**src/shared/sdc_pkg.sv**
```systemverilog
// shared constants for the synthesizer divider configuration link and its two ends
package sdc_pkg;
  // ---------------------------------------------------------------
  // divider field layout
  // ---------------------------------------------------------------
  localparam int FB_INT_W = 11;
  localparam int FB_FRAC_W = 32;
  localparam int FB_W = FB_INT_W + FB_FRAC_W;
  localparam int HS_W = 11;
  localparam int LS_W = 3;
  localparam int LS_RATIO_W = 6;
  localparam int FRAME_BITS = FB_W + HS_W + LS_W;

  localparam logic [HS_W-1:0] HS_MIN = 11'h005;
  localparam logic [HS_W-1:0] HS_ODD_MAX = 11'h021;
  localparam logic [HS_W-1:0] HS_MAX = 11'h7FE;
  localparam logic [LS_W-1:0] LS_EXP_MAX = 3'h5;
  localparam logic [FB_W-1:0] FB_MIN = 43'h03C_0000_0000;
  localparam logic [FB_W-1:0] FB_MAX = 43'h7FD_FFFF_FFFF;

  // power-up setting of the device (156.75 MHz plan)
  localparam logic [FB_W-1:0] FB_RST = 43'h0C7_519C_F2BF;
  localparam logic [HS_W-1:0] HS_RST = 11'h046;
  localparam logic [LS_W-1:0] LS_RST = 3'h0;

  // ---------------------------------------------------------------
  // frequency plan limits, in Hz
  // ---------------------------------------------------------------
  localparam logic [31:0] FOSC_HZ = 32'h0347_FF10;
  localparam logic [35:0] VCO_MIN_HZ = 36'h2_83BA_EC00;
  localparam logic [35:0] VCO_MAX_A_HZ = 36'h2_EC0B_0E37;
  localparam logic [35:0] VCO_MAX_BC_HZ = 36'h2_D1CB_CA59;
  localparam logic [31:0] FOUT_MAX_A_HZ = 32'h5968_2F00;
  localparam logic [31:0] FOUT_MAX_B_HZ = 32'h2FAF_0800;
  localparam logic [31:0] FOUT_MAX_C_HZ = 32'h135F_1B40;
  localparam logic [1:0] GRADE_A = 2'h0;
  localparam logic [1:0] GRADE_B = 2'h1;

  // ---------------------------------------------------------------
  // host register map
  // ---------------------------------------------------------------
  localparam logic [7:0] REG_CTRL = 8'h00;
  localparam logic [7:0] REG_FOUT = 8'h04;
  localparam logic [7:0] REG_STATUS = 8'h08;
  localparam logic [7:0] REG_HS = 8'h0C;
  localparam logic [7:0] REG_LS = 8'h10;
  localparam logic [7:0] REG_FB_LO = 8'h14;
  localparam logic [7:0] REG_FB_HI = 8'h18;
  localparam int CTRL_GO_BIT = 0;
  localparam int CTRL_GRADE_LSB = 1;
  localparam int STAT_BUSY_BIT = 0;
  localparam int STAT_DONE_BIT = 1;
  localparam int STAT_ERR_BIT = 2;

  // ---------------------------------------------------------------
  // timing
  // ---------------------------------------------------------------
  localparam int CLK_PERIOD_NS = 4;
  localparam int LINK_PERIOD_NS = 32;
  localparam int LINK_HALF_CYC = LINK_PERIOD_NS / (2 * CLK_PERIOD_NS);
endpackage

```
**src/shared/sdc_link_if.sv**
```systemverilog
// serial configuration link between divider host and oscillator device
`timescale 1ns/1ps
interface sdc_link_if;
  logic sclk;
  logic frame;
  logic data;
  modport host_mp (output sclk, output frame, output data);
  modport dev_mp (input sclk, input frame, input data);
endinterface

```
**src/hw/sdc_host.sv**
```systemverilog
// host end: plans divider settings for a wanted frequency and loads them
// ---------------------------------------------------------------
// Notes on behaviour
// - output equals core over hs times ls
// - core equals crystal times feedback divider
// - feedback divider is 11.32 unsigned fixed point
// - high-speed ratio is its 11-bit value
// - ratios 5..33 odd allowed, 50% duty
// - 34..2046 even only; 5..2046 overall
// - low-speed divides by two to exponent
// - exponents 6 and 7 divide by 32
// - feedback divider between 60.0 and 2045.99...
// - all divider fields unsigned, positive
// - crystal 55.05 MHz, core minimum 10.8 GHz
// - grade output ceilings; grade A core max
// - grades B, C core at most 12.1097 GHz
// - estimate total ratio from minimum core
// - choose smallest workable low-speed ratio
// - nearest legal high-speed ratio, core not below
// - core is output times ratio, range checked
// - fraction is floor of fraction times 2^32
// ---------------------------------------------------------------
`timescale 1ns/1ps
module sdc_host #(
  parameter int LINK_HALF = sdc_pkg::LINK_HALF_CYC
) (
  input wire logic clk_i,
  input wire logic rst_i,
  sdc_link_if.host_mp link,
  input wire logic [7:0] addr_i,
  input wire logic [31:0] wdata_i,
  input wire logic wr_i,
  input wire logic rd_i,
  output logic [31:0] rdata_o
);
  import sdc_pkg::*;

  if (LINK_HALF < 1 || LINK_HALF > 255) begin : g_link_half_chk
    $error("LINK_HALF must lie in 1..255");
  end

  typedef enum {ST_IDLE, ST_START, ST_DIV_TOTAL, ST_PICK, ST_VCO, ST_DIV_FB, ST_SEND}
    sdc_state_type;

  sdc_state_type state_r, state_nxt;
  logic [31:0] fout_r, fout_nxt;
  logic [1:0] grade_r, grade_nxt;
  logic busy_r, busy_nxt, done_r, done_nxt, err_r, err_nxt;
  logic [HS_W-1:0] hs_r, hs_nxt;
  logic [LS_W-1:0] ls_r, ls_nxt;
  logic [FB_W-1:0] fb_r, fb_nxt;
  logic [35:0] total_r, total_nxt;
  logic [71:0] num_r, num_nxt;
  logic [32:0] rem_r, rem_nxt;
  logic [31:0] den_r, den_nxt;
  logic [6:0] step_r, step_nxt;
  logic [31:0] rdata_r, rdata_nxt;
  logic sclk_r, sclk_nxt, frame_r, frame_nxt, data_r, data_nxt;
  logic [7:0] half_r, half_nxt;
  logic [5:0] bit_r, bit_nxt;
  logic [FRAME_BITS-1:0] tx_r, tx_nxt;
  logic [32:0] rem_sh;
  logic qbit;
  logic [71:0] quot;
  logic [31:0] fout_max;
  logic [35:0] vco_max;
  logic [47:0] vco;
  logic pick_found;
  logic [LS_W-1:0] pick_exp;
  logic [35:0] pick_hs;
  logic [35:0] pick_tmp;
  logic [HS_W-1:0] hs_fix;

  // ---------------------------------------------------------------
  // grade limits and low-speed search
  // ---------------------------------------------------------------
  always_comb begin
    fout_max = FOUT_MAX_C_HZ;
    vco_max = VCO_MAX_BC_HZ;
    if (grade_r == GRADE_A) begin
      fout_max = FOUT_MAX_A_HZ;
      vco_max = VCO_MAX_A_HZ;
    end else if (grade_r == GRADE_B) begin
      fout_max = FOUT_MAX_B_HZ;
    end
  end

  always_comb begin
    pick_found = 1'b0;
    pick_exp = 3'h0;
    pick_hs = 36'h0_0000_0000;
    pick_tmp = 36'h0_0000_0000;
    for (int e = 0; e <= int'(LS_EXP_MAX); e++) begin
      // ceiling of total over 2^e
      pick_tmp = (total_r + ((36'h0_0000_0001 << e) - 36'h0_0000_0001)) >> e;
      if (!pick_found && pick_tmp <= 36'(HS_MAX)) begin
        pick_found = 1'b1;
        pick_exp = 3'(e);
        pick_hs = pick_tmp;
      end
    end
    hs_fix = pick_hs[HS_W-1:0];
    if (hs_fix < HS_MIN) begin
      hs_fix = HS_MIN;
    end else if (hs_fix > HS_ODD_MAX && hs_fix[0]) begin
      // rounding up keeps the core at or above its minimum
      hs_fix = hs_fix + 11'h001;
    end
  end

  assign rem_sh = {rem_r[31:0], num_r[71]};
  assign qbit = (rem_sh >= {1'b0, den_r});
  assign quot = {num_r[70:0], qbit};
  assign vco = (48'(fout_r) * 48'(hs_r)) << ls_r;

  // ---------------------------------------------------------------
  // sequencer, register port and link
  // ---------------------------------------------------------------
  always_comb begin
    state_nxt = state_r;
    fout_nxt = fout_r;
    grade_nxt = grade_r;
    busy_nxt = busy_r;
    done_nxt = done_r;
    err_nxt = err_r;
    hs_nxt = hs_r;
    ls_nxt = ls_r;
    fb_nxt = fb_r;
    total_nxt = total_r;
    num_nxt = num_r;
    rem_nxt = rem_r;
    den_nxt = den_r;
    step_nxt = step_r;
    sclk_nxt = sclk_r;
    frame_nxt = frame_r;
    data_nxt = data_r;
    half_nxt = half_r;
    bit_nxt = bit_r;
    tx_nxt = tx_r;
    rdata_nxt = 32'h0000_0000;
    if (rd_i) begin
      case (addr_i)
        REG_CTRL: rdata_nxt = {29'h0000_0000, grade_r, 1'b0};
        REG_FOUT: rdata_nxt = fout_r;
        REG_STATUS: rdata_nxt = {29'h0000_0000, err_r, done_r, busy_r};
        REG_HS: rdata_nxt = {21'h00_0000, hs_r};
        REG_LS: rdata_nxt = {29'h0000_0000, ls_r};
        REG_FB_LO: rdata_nxt = fb_r[31:0];
        REG_FB_HI: rdata_nxt = {21'h00_0000, fb_r[FB_W-1:32]};
        default: rdata_nxt = 32'h0000_0000;
      endcase
    end
    // settings are frozen while a plan is running
    if (wr_i && !busy_r) begin
      if (addr_i == REG_FOUT) begin
        fout_nxt = wdata_i;
      end else if (addr_i == REG_CTRL) begin
        grade_nxt = wdata_i[CTRL_GRADE_LSB +: 2];
        if (wdata_i[CTRL_GO_BIT]) begin
          busy_nxt = 1'b1;
          done_nxt = 1'b0;
          err_nxt = 1'b0;
          state_nxt = ST_START;
        end
      end
    end
    case (state_r)
      ST_IDLE: begin
      end
      ST_START: begin
        if (fout_r == 32'h0000_0000 || fout_r > fout_max) begin
          state_nxt = ST_IDLE;
          busy_nxt = 1'b0;
          err_nxt = 1'b1;
        end else begin
          // ceiling of core minimum over wanted output
          num_nxt = {36'h0_0000_0000, VCO_MIN_HZ + 36'(fout_r) - 36'h0_0000_0001};
          rem_nxt = 33'h0_0000_0000;
          den_nxt = fout_r;
          step_nxt = 7'h00;
          state_nxt = ST_DIV_TOTAL;
        end
      end
      ST_DIV_TOTAL, ST_DIV_FB: begin
        rem_nxt = qbit ? (rem_sh - {1'b0, den_r}) : rem_sh;
        num_nxt = quot;
        step_nxt = step_r + 7'h01;
        if (step_r == 7'h47) begin
          if (state_r == ST_DIV_TOTAL) begin
            total_nxt = quot[35:0];
            state_nxt = ST_PICK;
          end else if (quot[71:FB_W] == '0 && quot[FB_W-1:0] >= FB_MIN
                       && quot[FB_W-1:0] <= FB_MAX) begin
            // truncated quotient keeps only the integer part of frac*2^32
            fb_nxt = quot[FB_W-1:0];
            tx_nxt = {quot[FB_W-1:0], hs_r, ls_r};
            data_nxt = quot[FB_W-1];
            frame_nxt = 1'b1;
            sclk_nxt = 1'b0;
            half_nxt = 8'h00;
            bit_nxt = 6'h00;
            state_nxt = ST_SEND;
          end else begin
            state_nxt = ST_IDLE;
            busy_nxt = 1'b0;
            err_nxt = 1'b1;
          end
        end
      end
      ST_PICK: begin
        if (!pick_found) begin
          state_nxt = ST_IDLE;
          busy_nxt = 1'b0;
          err_nxt = 1'b1;
        end else begin
          hs_nxt = hs_fix;
          ls_nxt = pick_exp;
          state_nxt = ST_VCO;
        end
      end
      ST_VCO: begin
        if (vco < 48'(VCO_MIN_HZ) || vco > 48'(vco_max)) begin
          state_nxt = ST_IDLE;
          busy_nxt = 1'b0;
          err_nxt = 1'b1;
        end else begin
          // core over crystal, scaled by 2^32 for the 11.32 layout
          num_nxt = {vco[39:0], 32'h0000_0000};
          rem_nxt = 33'h0_0000_0000;
          den_nxt = FOSC_HZ;
          step_nxt = 7'h00;
          state_nxt = ST_DIV_FB;
        end
      end
      ST_SEND: begin
        half_nxt = half_r + 8'h01;
        if (half_r == 8'(LINK_HALF - 1)) begin
          half_nxt = 8'h00;
          sclk_nxt = !sclk_r;
          // data moves on the falling edge, device samples on the rising one
          if (sclk_r) begin
            if (bit_r == 6'(FRAME_BITS - 1)) begin
              frame_nxt = 1'b0;
              data_nxt = 1'b0;
              busy_nxt = 1'b0;
              done_nxt = 1'b1;
              state_nxt = ST_IDLE;
            end else begin
              bit_nxt = bit_r + 6'h01;
              tx_nxt = {tx_r[FRAME_BITS-2:0], 1'b0};
              data_nxt = tx_r[FRAME_BITS-2];
            end
          end
        end
      end
      default: state_nxt = ST_IDLE;
    endcase
  end

  always_ff @(posedge clk_i) begin
    if (rst_i) begin
      state_r <= ST_IDLE;
      fout_r <= 32'h0000_0000;
      grade_r <= GRADE_A;
      busy_r <= 1'b0;
      done_r <= 1'b0;
      err_r <= 1'b0;
      hs_r <= HS_RST;
      ls_r <= LS_RST;
      fb_r <= FB_RST;
      total_r <= 36'h0_0000_0000;
      num_r <= '0;
      rem_r <= 33'h0_0000_0000;
      den_r <= 32'h0000_0001;
      step_r <= 7'h00;
      rdata_r <= 32'h0000_0000;
      sclk_r <= 1'b0;
      frame_r <= 1'b0;
      data_r <= 1'b0;
      half_r <= 8'h00;
      bit_r <= 6'h00;
      tx_r <= '0;
    end else begin
      state_r <= state_nxt;
      fout_r <= fout_nxt;
      grade_r <= grade_nxt;
      busy_r <= busy_nxt;
      done_r <= done_nxt;
      err_r <= err_nxt;
      hs_r <= hs_nxt;
      ls_r <= ls_nxt;
      fb_r <= fb_nxt;
      total_r <= total_nxt;
      num_r <= num_nxt;
      rem_r <= rem_nxt;
      den_r <= den_nxt;
      step_r <= step_nxt;
      rdata_r <= rdata_nxt;
      sclk_r <= sclk_nxt;
      frame_r <= frame_nxt;
      data_r <= data_nxt;
      half_r <= half_nxt;
      bit_r <= bit_nxt;
      tx_r <= tx_nxt;
    end
  end

  assign rdata_o = rdata_r;
  assign link.sclk = sclk_r;
  assign link.frame = frame_r;
  assign link.data = data_r;
endmodule

```
**src/flat_wrapper.sv**
```systemverilog
// flat-port wrapper written by rule: the top's interface ports become plain ports
module sdc_host_flat import sdc_pkg::*;
#(
  parameter int LINK_HALF = sdc_pkg::LINK_HALF_CYC
)
  (clk_i, rst_i, addr_i, wdata_i, wr_i, rd_i, rdata_o, link_sclk, link_frame, link_data);
  sdc_link_if link_i ();
  input wire logic clk_i;
  input wire logic rst_i;
  input wire logic [7:0] addr_i;
  input wire logic [31:0] wdata_i;
  input wire logic wr_i;
  input wire logic rd_i;
  output logic [31:0] rdata_o;
  output wire logic [$bits(link_i.sclk)-1:0] link_sclk;
  output wire logic [$bits(link_i.frame)-1:0] link_frame;
  output wire logic [$bits(link_i.data)-1:0] link_data;
  assign link_sclk = link_i.sclk;
  assign link_frame = link_i.frame;
  assign link_data = link_i.data;
  sdc_host #(.LINK_HALF(LINK_HALF)) u_core (.clk_i(clk_i), .rst_i(rst_i), .link(link_i), .addr_i(addr_i), .wdata_i(wdata_i), .wr_i(wr_i), .rd_i(rd_i), .rdata_o(rdata_o));
endmodule
```
**config.mk**
```make
export PLATFORM = sky130hd
export DESIGN_NAME = sdc_host_flat
export DESIGN_NICKNAME = d
export VERILOG_FILES = /design/src/shared/sdc_pkg.sv /design/src/shared/sdc_link_if.sv /design/src/hw/sdc_host.sv /design/src/flat_wrapper.sv
export SDC_FILE = /design/constraint.sdc
export NUM_CORES = 2
export LEC_CHECK = 0
export BUFFER_PORTS_ARGS = -buffer_cell sky130_fd_sc_hd__buf_2
export CORE_ASPECT_RATIO = 0.5
export CORE_MARGIN = 4
export CORE_UTILIZATION = 45
export DETAILED_ROUTE_END_ITERATION = 7
export GPL_ROUTABILITY_DRIVEN = 1
export GPL_TIMING_DRIVEN = 1
export MAX_ROUTING_LAYER = met4
export PLACE_DENSITY = 0.64
export SYNTH_ARGS = -nofsm -noshare
export SYNTH_HDL_FRONTEND = slang
export SYNTH_SLANG_ARGS = --single-unit
```
**constraint.sdc**
```tcl
create_clock -name clk_i -period 26.1 [get_ports clk_i]
set_input_delay 1.305 -clock clk_i [delete_from_list [all_inputs] [get_ports clk_i]]
set_output_delay 1.305 -clock clk_i [all_outputs]
set_load 0.02 [all_outputs]
```
Word-level counts from Yosys, hierarchy flattened
Cells that the tools add are included.
- register bits: 410
- input port bits: 44
- output and inout port bits: 35
- logic and storage cells: 239
- add/subtract/negate cells: 12
- $mul: 1
- $lt $le $gt $ge: 14
- equal/unequal tests: 26
- shift-type cells: 1
- mux-type cells: 121
- bitwise gates (word level): 3
- reductions and logical operators: 40
- operators by type and width (kind ; number):
    two-way mux 32 bit ; 14
    two-way mux 56 bit ; 6
    one-hot mux 32 bit (7 select lines) ; 1
    one-hot mux 72 bit (3 select lines) ; 1
    one-hot mux 32 bit (6 select lines) ; 1
    two-way mux 72 bit ; 2
    == test 32 x 3 -> 1 bit, second input constant ; 4
    one-hot mux 56 bit (2 select lines) ; 1
    one-hot mux 32 bit (3 select lines) ; 1
    two-way mux 11 bit ; 8
    == test 32 x 2 -> 1 bit, second input constant ; 2
    zero test 32 bit ; 2
    one-hot mux 32 bit (2 select lines) ; 1
    two-way mux 30 bit ; 2
    two-way mux 1 bit ; 54
    greater-than comparator 48 x 36 -> 1 bit ; 1
    less-than comparator 48 x 34 -> 1 bit, second input constant ; 1
    left shift 43 x 3 -> 48 bit ; 1
    >= comparator 43 x 38 -> 1 bit, second input constant ; 1
    <= comparator 43 bit, second input constant ; 1
    multiplier 32 x 11 -> 43 bit ; 1
    adder 36 x 1 -> 36 bit, second input constant ; 1
    adder 36 x 2 -> 36 bit, second input constant ; 1
    adder 36 x 3 -> 36 bit, second input constant ; 1
    other kinds (57) ; 109

Logic depth before layout (Yosys ltp)
- depth in word-level cells: 21
- mapped depth: 40
- mapped depth without buffers: 34

Worst setup path before layout
Ideal clock, no wire load.
- path kind: register to register
- start point: register u_core.fout_r[14]
- end point: register u_core.den_r[14]
- library setup time: 119 ps
- arrival time: 8480 ps
- required time: 25981 ps
- slack: 17501 ps
- cell stages (with the launch flop): 35
- path buffers: 5
- clock period less this slack: 8599 ps
- path through: dfxtp_1 -> clkbuf_1 -> clkbuf_1 -> nand2_1 -> fa_1 -> inv_1 -> fa_1 -> fa_1 -> fa_1 -> inv_1 -> fa_1 -> inv_1 -> ha_1 -> clkbuf_1 -> a21oi_1 -> o21ai_0 -> a2111oi_0 -> a21boi_1 -> xnor2_1 -> mux4_2 -> o21ai_0 -> ha_1 -> nand3_1 -> nor2_1 -> nand3b_1 -> o41a_1 -> nor2_1 -> and3b_1 -> a32o_1 -> nor2_1 -> o31a_1 -> buf_6 -> nor3_4 -> buf_4 -> o221a_2
- word-level cells in the longest chain between the ends: 6
- elaborated cells on any way between the ends: 13
- those cells by class: mul: 1; order compare: 3; eq/ne: 2; shift: 1; mux: 2; reduce/logical: 4
- ends and longest elaborated chain (what ; line ; source):
    from (decl) ; sdc_host.sv:46 ; logic [31:0] fout_r, fout_nxt;
    from (signal assigned) ; sdc_host.sv:285 ; fout_r <= fout_nxt;
    multiplier 32 x 11 -> 43 bit ; sdc_host.sv:114 ; assign vco = (48'(fout_r) * 48'(hs_r)) << ls_r;
    left shift 43 x 3 -> 48 bit ; sdc_host.sv:114 ;
    less-than comparator 48 x 34 -> 1 bit / greater-than comparator 48 x 36 -> 1 bit (equally long branches) ; sdc_host.sv:222 ; if (vco < 48'(VCO_MIN_HZ) || vco > 48'(vco_max)) begin
    logical OR 1 bit ; sdc_host.sv:222 ;
    != test 2 bit (no line) ; -- ;
    AND reduction 3 bit (no line) ; -- ;
    to (signal assigned) ; sdc_host.sv:296 ; den_r <= den_nxt;
    to (decl) ; sdc_host.sv:55 ; logic [31:0] den_r, den_nxt;
Several ways; a longest one is shown, not always the timed one. The select of a mux whose other input is x is not followed.
A chain may end at the register's enable or synchronous reset.

Final worst setup path
- start point: register u_core.hs_r[10]
- end point: register u_core.den_r[8]
- word-level cells in the longest chain between the ends: 6
- elaborated cells on any way between the ends: 7
- those cells by class: mul: 1; order compare: 2; eq/ne: 1; shift: 1; reduce/logical: 2
- ends and longest elaborated chain (what ; line ; source):
    from (decl) ; sdc_host.sv:49 ; logic [HS_W-1:0] hs_r, hs_nxt;
    from (signal assigned) ; sdc_host.sv:290 ; hs_r <= hs_nxt;
    multiplier 32 x 11 -> 43 bit * ; sdc_host.sv:114 ;
    left shift 43 x 3 -> 48 bit * ; sdc_host.sv:114 ;
    less-than comparator 48 x 34 -> 1 bit / greater-than comparator 48 x 36 -> 1 bit (equally long branches) ; sdc_host.sv:222 ;
    logical OR 1 bit * ; sdc_host.sv:222 ;
    != test 2 bit (no line) * ; -- ;
    AND reduction 3 bit (no line) * ; -- ;
Mark *: on every way between the ends. The rest lies on a longest branch, timed or not.

==> results.cfg <==
[sta]
slew_headroom = 0.125
skew_ns = 0.0388
setup_viol = 0
tightest_slew_ns = 1.31
fin_crit_sh = 0.421
timing.fmax_mhz = 90.9
maxSlewViolCount = 0
rsz0062_at_grt = no
fin_tns_setup_ns = 0
period_minus_slack_ns = 11.00
final_hold_viol_count = 0

[grt]
grt_max_degree = 172
grt.total_usage = 0.307
grt-ovfl-total = 0
grt_pass1_vias = 37371
grt_pass1_wl_um = 219000
antenna_found_initial = 5

[clock_network]
clockBufferDepth = 3
htreeDepth = 2
cts_root_buf = clkbuf_16
cts_made_buffers = 42
cts_resized = 0
post-cts-setup-buffers = 0
holdBufCountCts = 0
clk_latency_ns = 0.58
clk_pin_slew_ns = 0.06
cts_tree = yes
cts.sinks = 410

[setup_path]
crit_slowest_cell = a2111oi_0
end_kind = flop
required_ns = 26.57
crit_top_cell = fa_1
crit_path_start_kind = flop
criticalPathCategory = flop to flop
arrival_ns = 11.47
crit_family = compound AO/OA/AOI/OAI gates
cp_max_fo = 68
rrSetupSlack_ns = 15.10
slowest_delay_ns = 0.99
worst-path-buf-inv = 3

[floorplanning]
die_h_um = 216
dieArea_um2 = 91700
initial_core_util = 0.459
ios = 79
die_w_um = 424
fp.coreArea_um2 = 84800
num_rows = 75

[detailed_routing]
first_pass_iters = 8
drtIter0Drc = 3590
drc = 7
num_vias = 37888
viasPerCell = 6.17
ant_nets = 0
routedWlPerCell_um = 22.8
wirelength_um = 140000

[run_status]
status = complete, but fails checks
violations = design-rule violations

[power_and_ir_drop]
peakVddDrop_uv = 37.7
power.density_nw_per_um2 = 31.2
p_total_w = 0.00130
cellLeakagePower_nw = 16.4

[synthesis]
synth.distinct_cells = 113
synth_seq_cells = 410
synth_area_per_cell_um2 = 7.65
ys_async_sr_fraction = 0
yosysSeqAreaShare = 0.211
synth.area.top_cells = dfxtp_1 (21%), fa_1 (14%), nand2_1 (7.9%)
synth-edff-count = 0
syn_area_um2 = 39000
yosysTopAreaCellShare = 0.211
yosys_warnings = 0
yosys.area.top_type = dfxtp_1
yosys_most_used_dff = dfxtp_1
synth_cells = 5096

[layout]
area_delta_synth_final_pct = 6.82
drive_above_1_share = 0.0779
instances_no_fill = 6137
multiInputGateArea_um2 = 28000
final_nets = 5422
regArea_um2 = 8210
fillers = 8401

[placement]
dp_hpwl_um = 104000
io_buffers = 78
placed_cells = 6061
gp_congestion = 0.979

[run]
cap_violations = 0

[hold_path]
hp-class = flop to flop
-- final timing paths --
check,startpoint,endpoint,cells after the start
hold / removal,u_core.fb_r[31],u_core.fb_r[31],2
setup / recovery,u_core.hs_r[10],u_core.den_r[8],31
setup reg to reg,u_core.hs_r[10],u_core.den_r[8],31
hold reg to reg,u_core.fb_r[31],u_core.fb_r[31],2
-- through the flow --
step | hold slack [ns] | util | setup WS (ns) | area, um^2
floorplan | 0.422 | - | 17.50 | 39100
global placement | 0.441 | 0.473 | 15.47 | 40200
detailed placement | 0.446 | 0.473 | 15.18 | 40200
CTS | 0.455 | 0.491 | 15.16 | 41600
global route | 0.477 | 0.491 | 14.37 | 41600
finish | 0.453 | 0.491 | 15.10 | 41600
-- synth_stat cells, types with 13 or more instances --
master / number
o22ai_1: 13
a21o_1: 52
inv_1: 374
xnor2_1: 131
nand4_1: 98
buf_1: 21
a221oi_1: 16
o21a_1: 19
nand3b_1: 16
and2_1: 172
a31oi_1: 28
or2_2: 20
or4_1: 14
o21ai_0: 253
o2111ai_1: 13
dfxtp_1: 410
a311oi_1: 69
a211oi_1: 39
xor2_1: 61
a22oi_1: 13
nand2_1: 819
buf_2: 43
or3_1: 29
and3_1: 29
o21ai_1: 14
a211o_1: 15
fa_1: 270
and4_1: 29
ha_1: 158
nor3_1: 108
mux2_2: 38
a21oi_1: 361
nor2_1: 310
a22o_1: 29
o221a_2: 17
o211ai_1: 34
nand2b_1: 23
o31ai_1: 28
nand3_1: 175
clkbuf_1: 320
nor4_1: 66
mux2i_1: 76
nor2b_1: 23
-- layout by cell type (no fill, tap or decap), drive strengths merged, types with 25 or more instances in the layout --
master | netlist | layout
a211oi | 45 | 45
a21o | 52 | 52
a21oi | 362 | 362
a22o | 30 | 30
a311oi | 70 | 70
a31oi | 28 | 28
and2 | 176 | 176
and3 | 29 | 29
and4 | 29 | 29
buf | 70 | 172
clkbuf | 321 | 60
conb | 1 | 29
dfxtp | 410 | 410
fa | 270 | 270
ha | 158 | 158
inv | 374 | 375
mux2 | 38 | 38
mux2i | 76 | 76
nand2 | 822 | 822
nand3 | 175 | 175
nand4 | 100 | 100
nor2 | 314 | 314
nor3 | 115 | 115
nor4 | 72 | 72
o211ai | 34 | 34
o21ai | 268 | 268
o31ai | 30 | 30
or2 | 25 | 25
or3 | 29 | 29
xnor2 | 131 | 131
xor2 | 61 | 61
-- cells by family after synthesis --
group | Yosys count | share of synthesized area
AOI/OAI and AO/OA | 1186 | 0.202
DFF | 410 | 0.211
and+or+nand+nor | 1999 | 0.248
buffers and inverters | 765 | 0.0759
xor gates and xnor gates | 192 | 0.0431
muxes | 115 | 0.0311
other | 1 | 0.0000962
adders and majority gates | 428 | 0.189
-- worst reg2reg max path: cells and delay by family, from the launching register on --
family | cells | cell delay [ns]
xor gates and xnor gates | 1 | 0.44
DFF | 1 | 0.91
buffers and inverters | 3 | 0.82
and+or+nand+nor | 10 | 1.74
AOI/OAI and AO/OA | 10 | 3.68
adders and majority gates | 7 | 3.33
-- where the power goes --
group | switching, W | internal, W
sequential | 0.000000737 | 0.000628
clock | 0.000266 | 0.000379
combinational | 0.0000179 | 0.00000743
-- sequential cells by signal (all words and copies together) (netlist names), 2 cells and up --
| signal | flops |
|---|---|
| u_core.half_r | 8 |
| u_core.fb_r | 43 |
| u_core.hs_r | 11 |
| u_core.rem_r | 32 |
| u_core.bit_r | 6 |
| u_core.rdata_o | 32 |
| u_core.num_r | 72 |
| u_core.state_r | 32 |
| u_core.step_r | 7 |
| u_core.tx_r | 56 |
| u_core.total_r | 36 |
| u_core.den_r | 32 |
| u_core.ls_r | 3 |
| u_core.grade_r | 2 |
| u_core.fout_r | 32 |
-- per-layer routing --
layer,track usage,wire length [um],share of wire
met3,0.0411,11100,0.079
met2,0.492,64200,0.46
met5,-,0,0
met1,0.397,59100,0.42
met4,0.111,5690,0.041
-- final cells by class --
type,count,share of cell area
Multi-Input combinational cell,3949,0.672
Antenna cell,2,0.000120
Clock buffer,59,0.0294
Clock inverter,15,0.00577
Tap cell,1155,0.0347
Inverter,374,0.0337
Timing Repair Buffer,173,0.0270
Sequential cell,410,0.197
(Power assumes the default switching activity.)
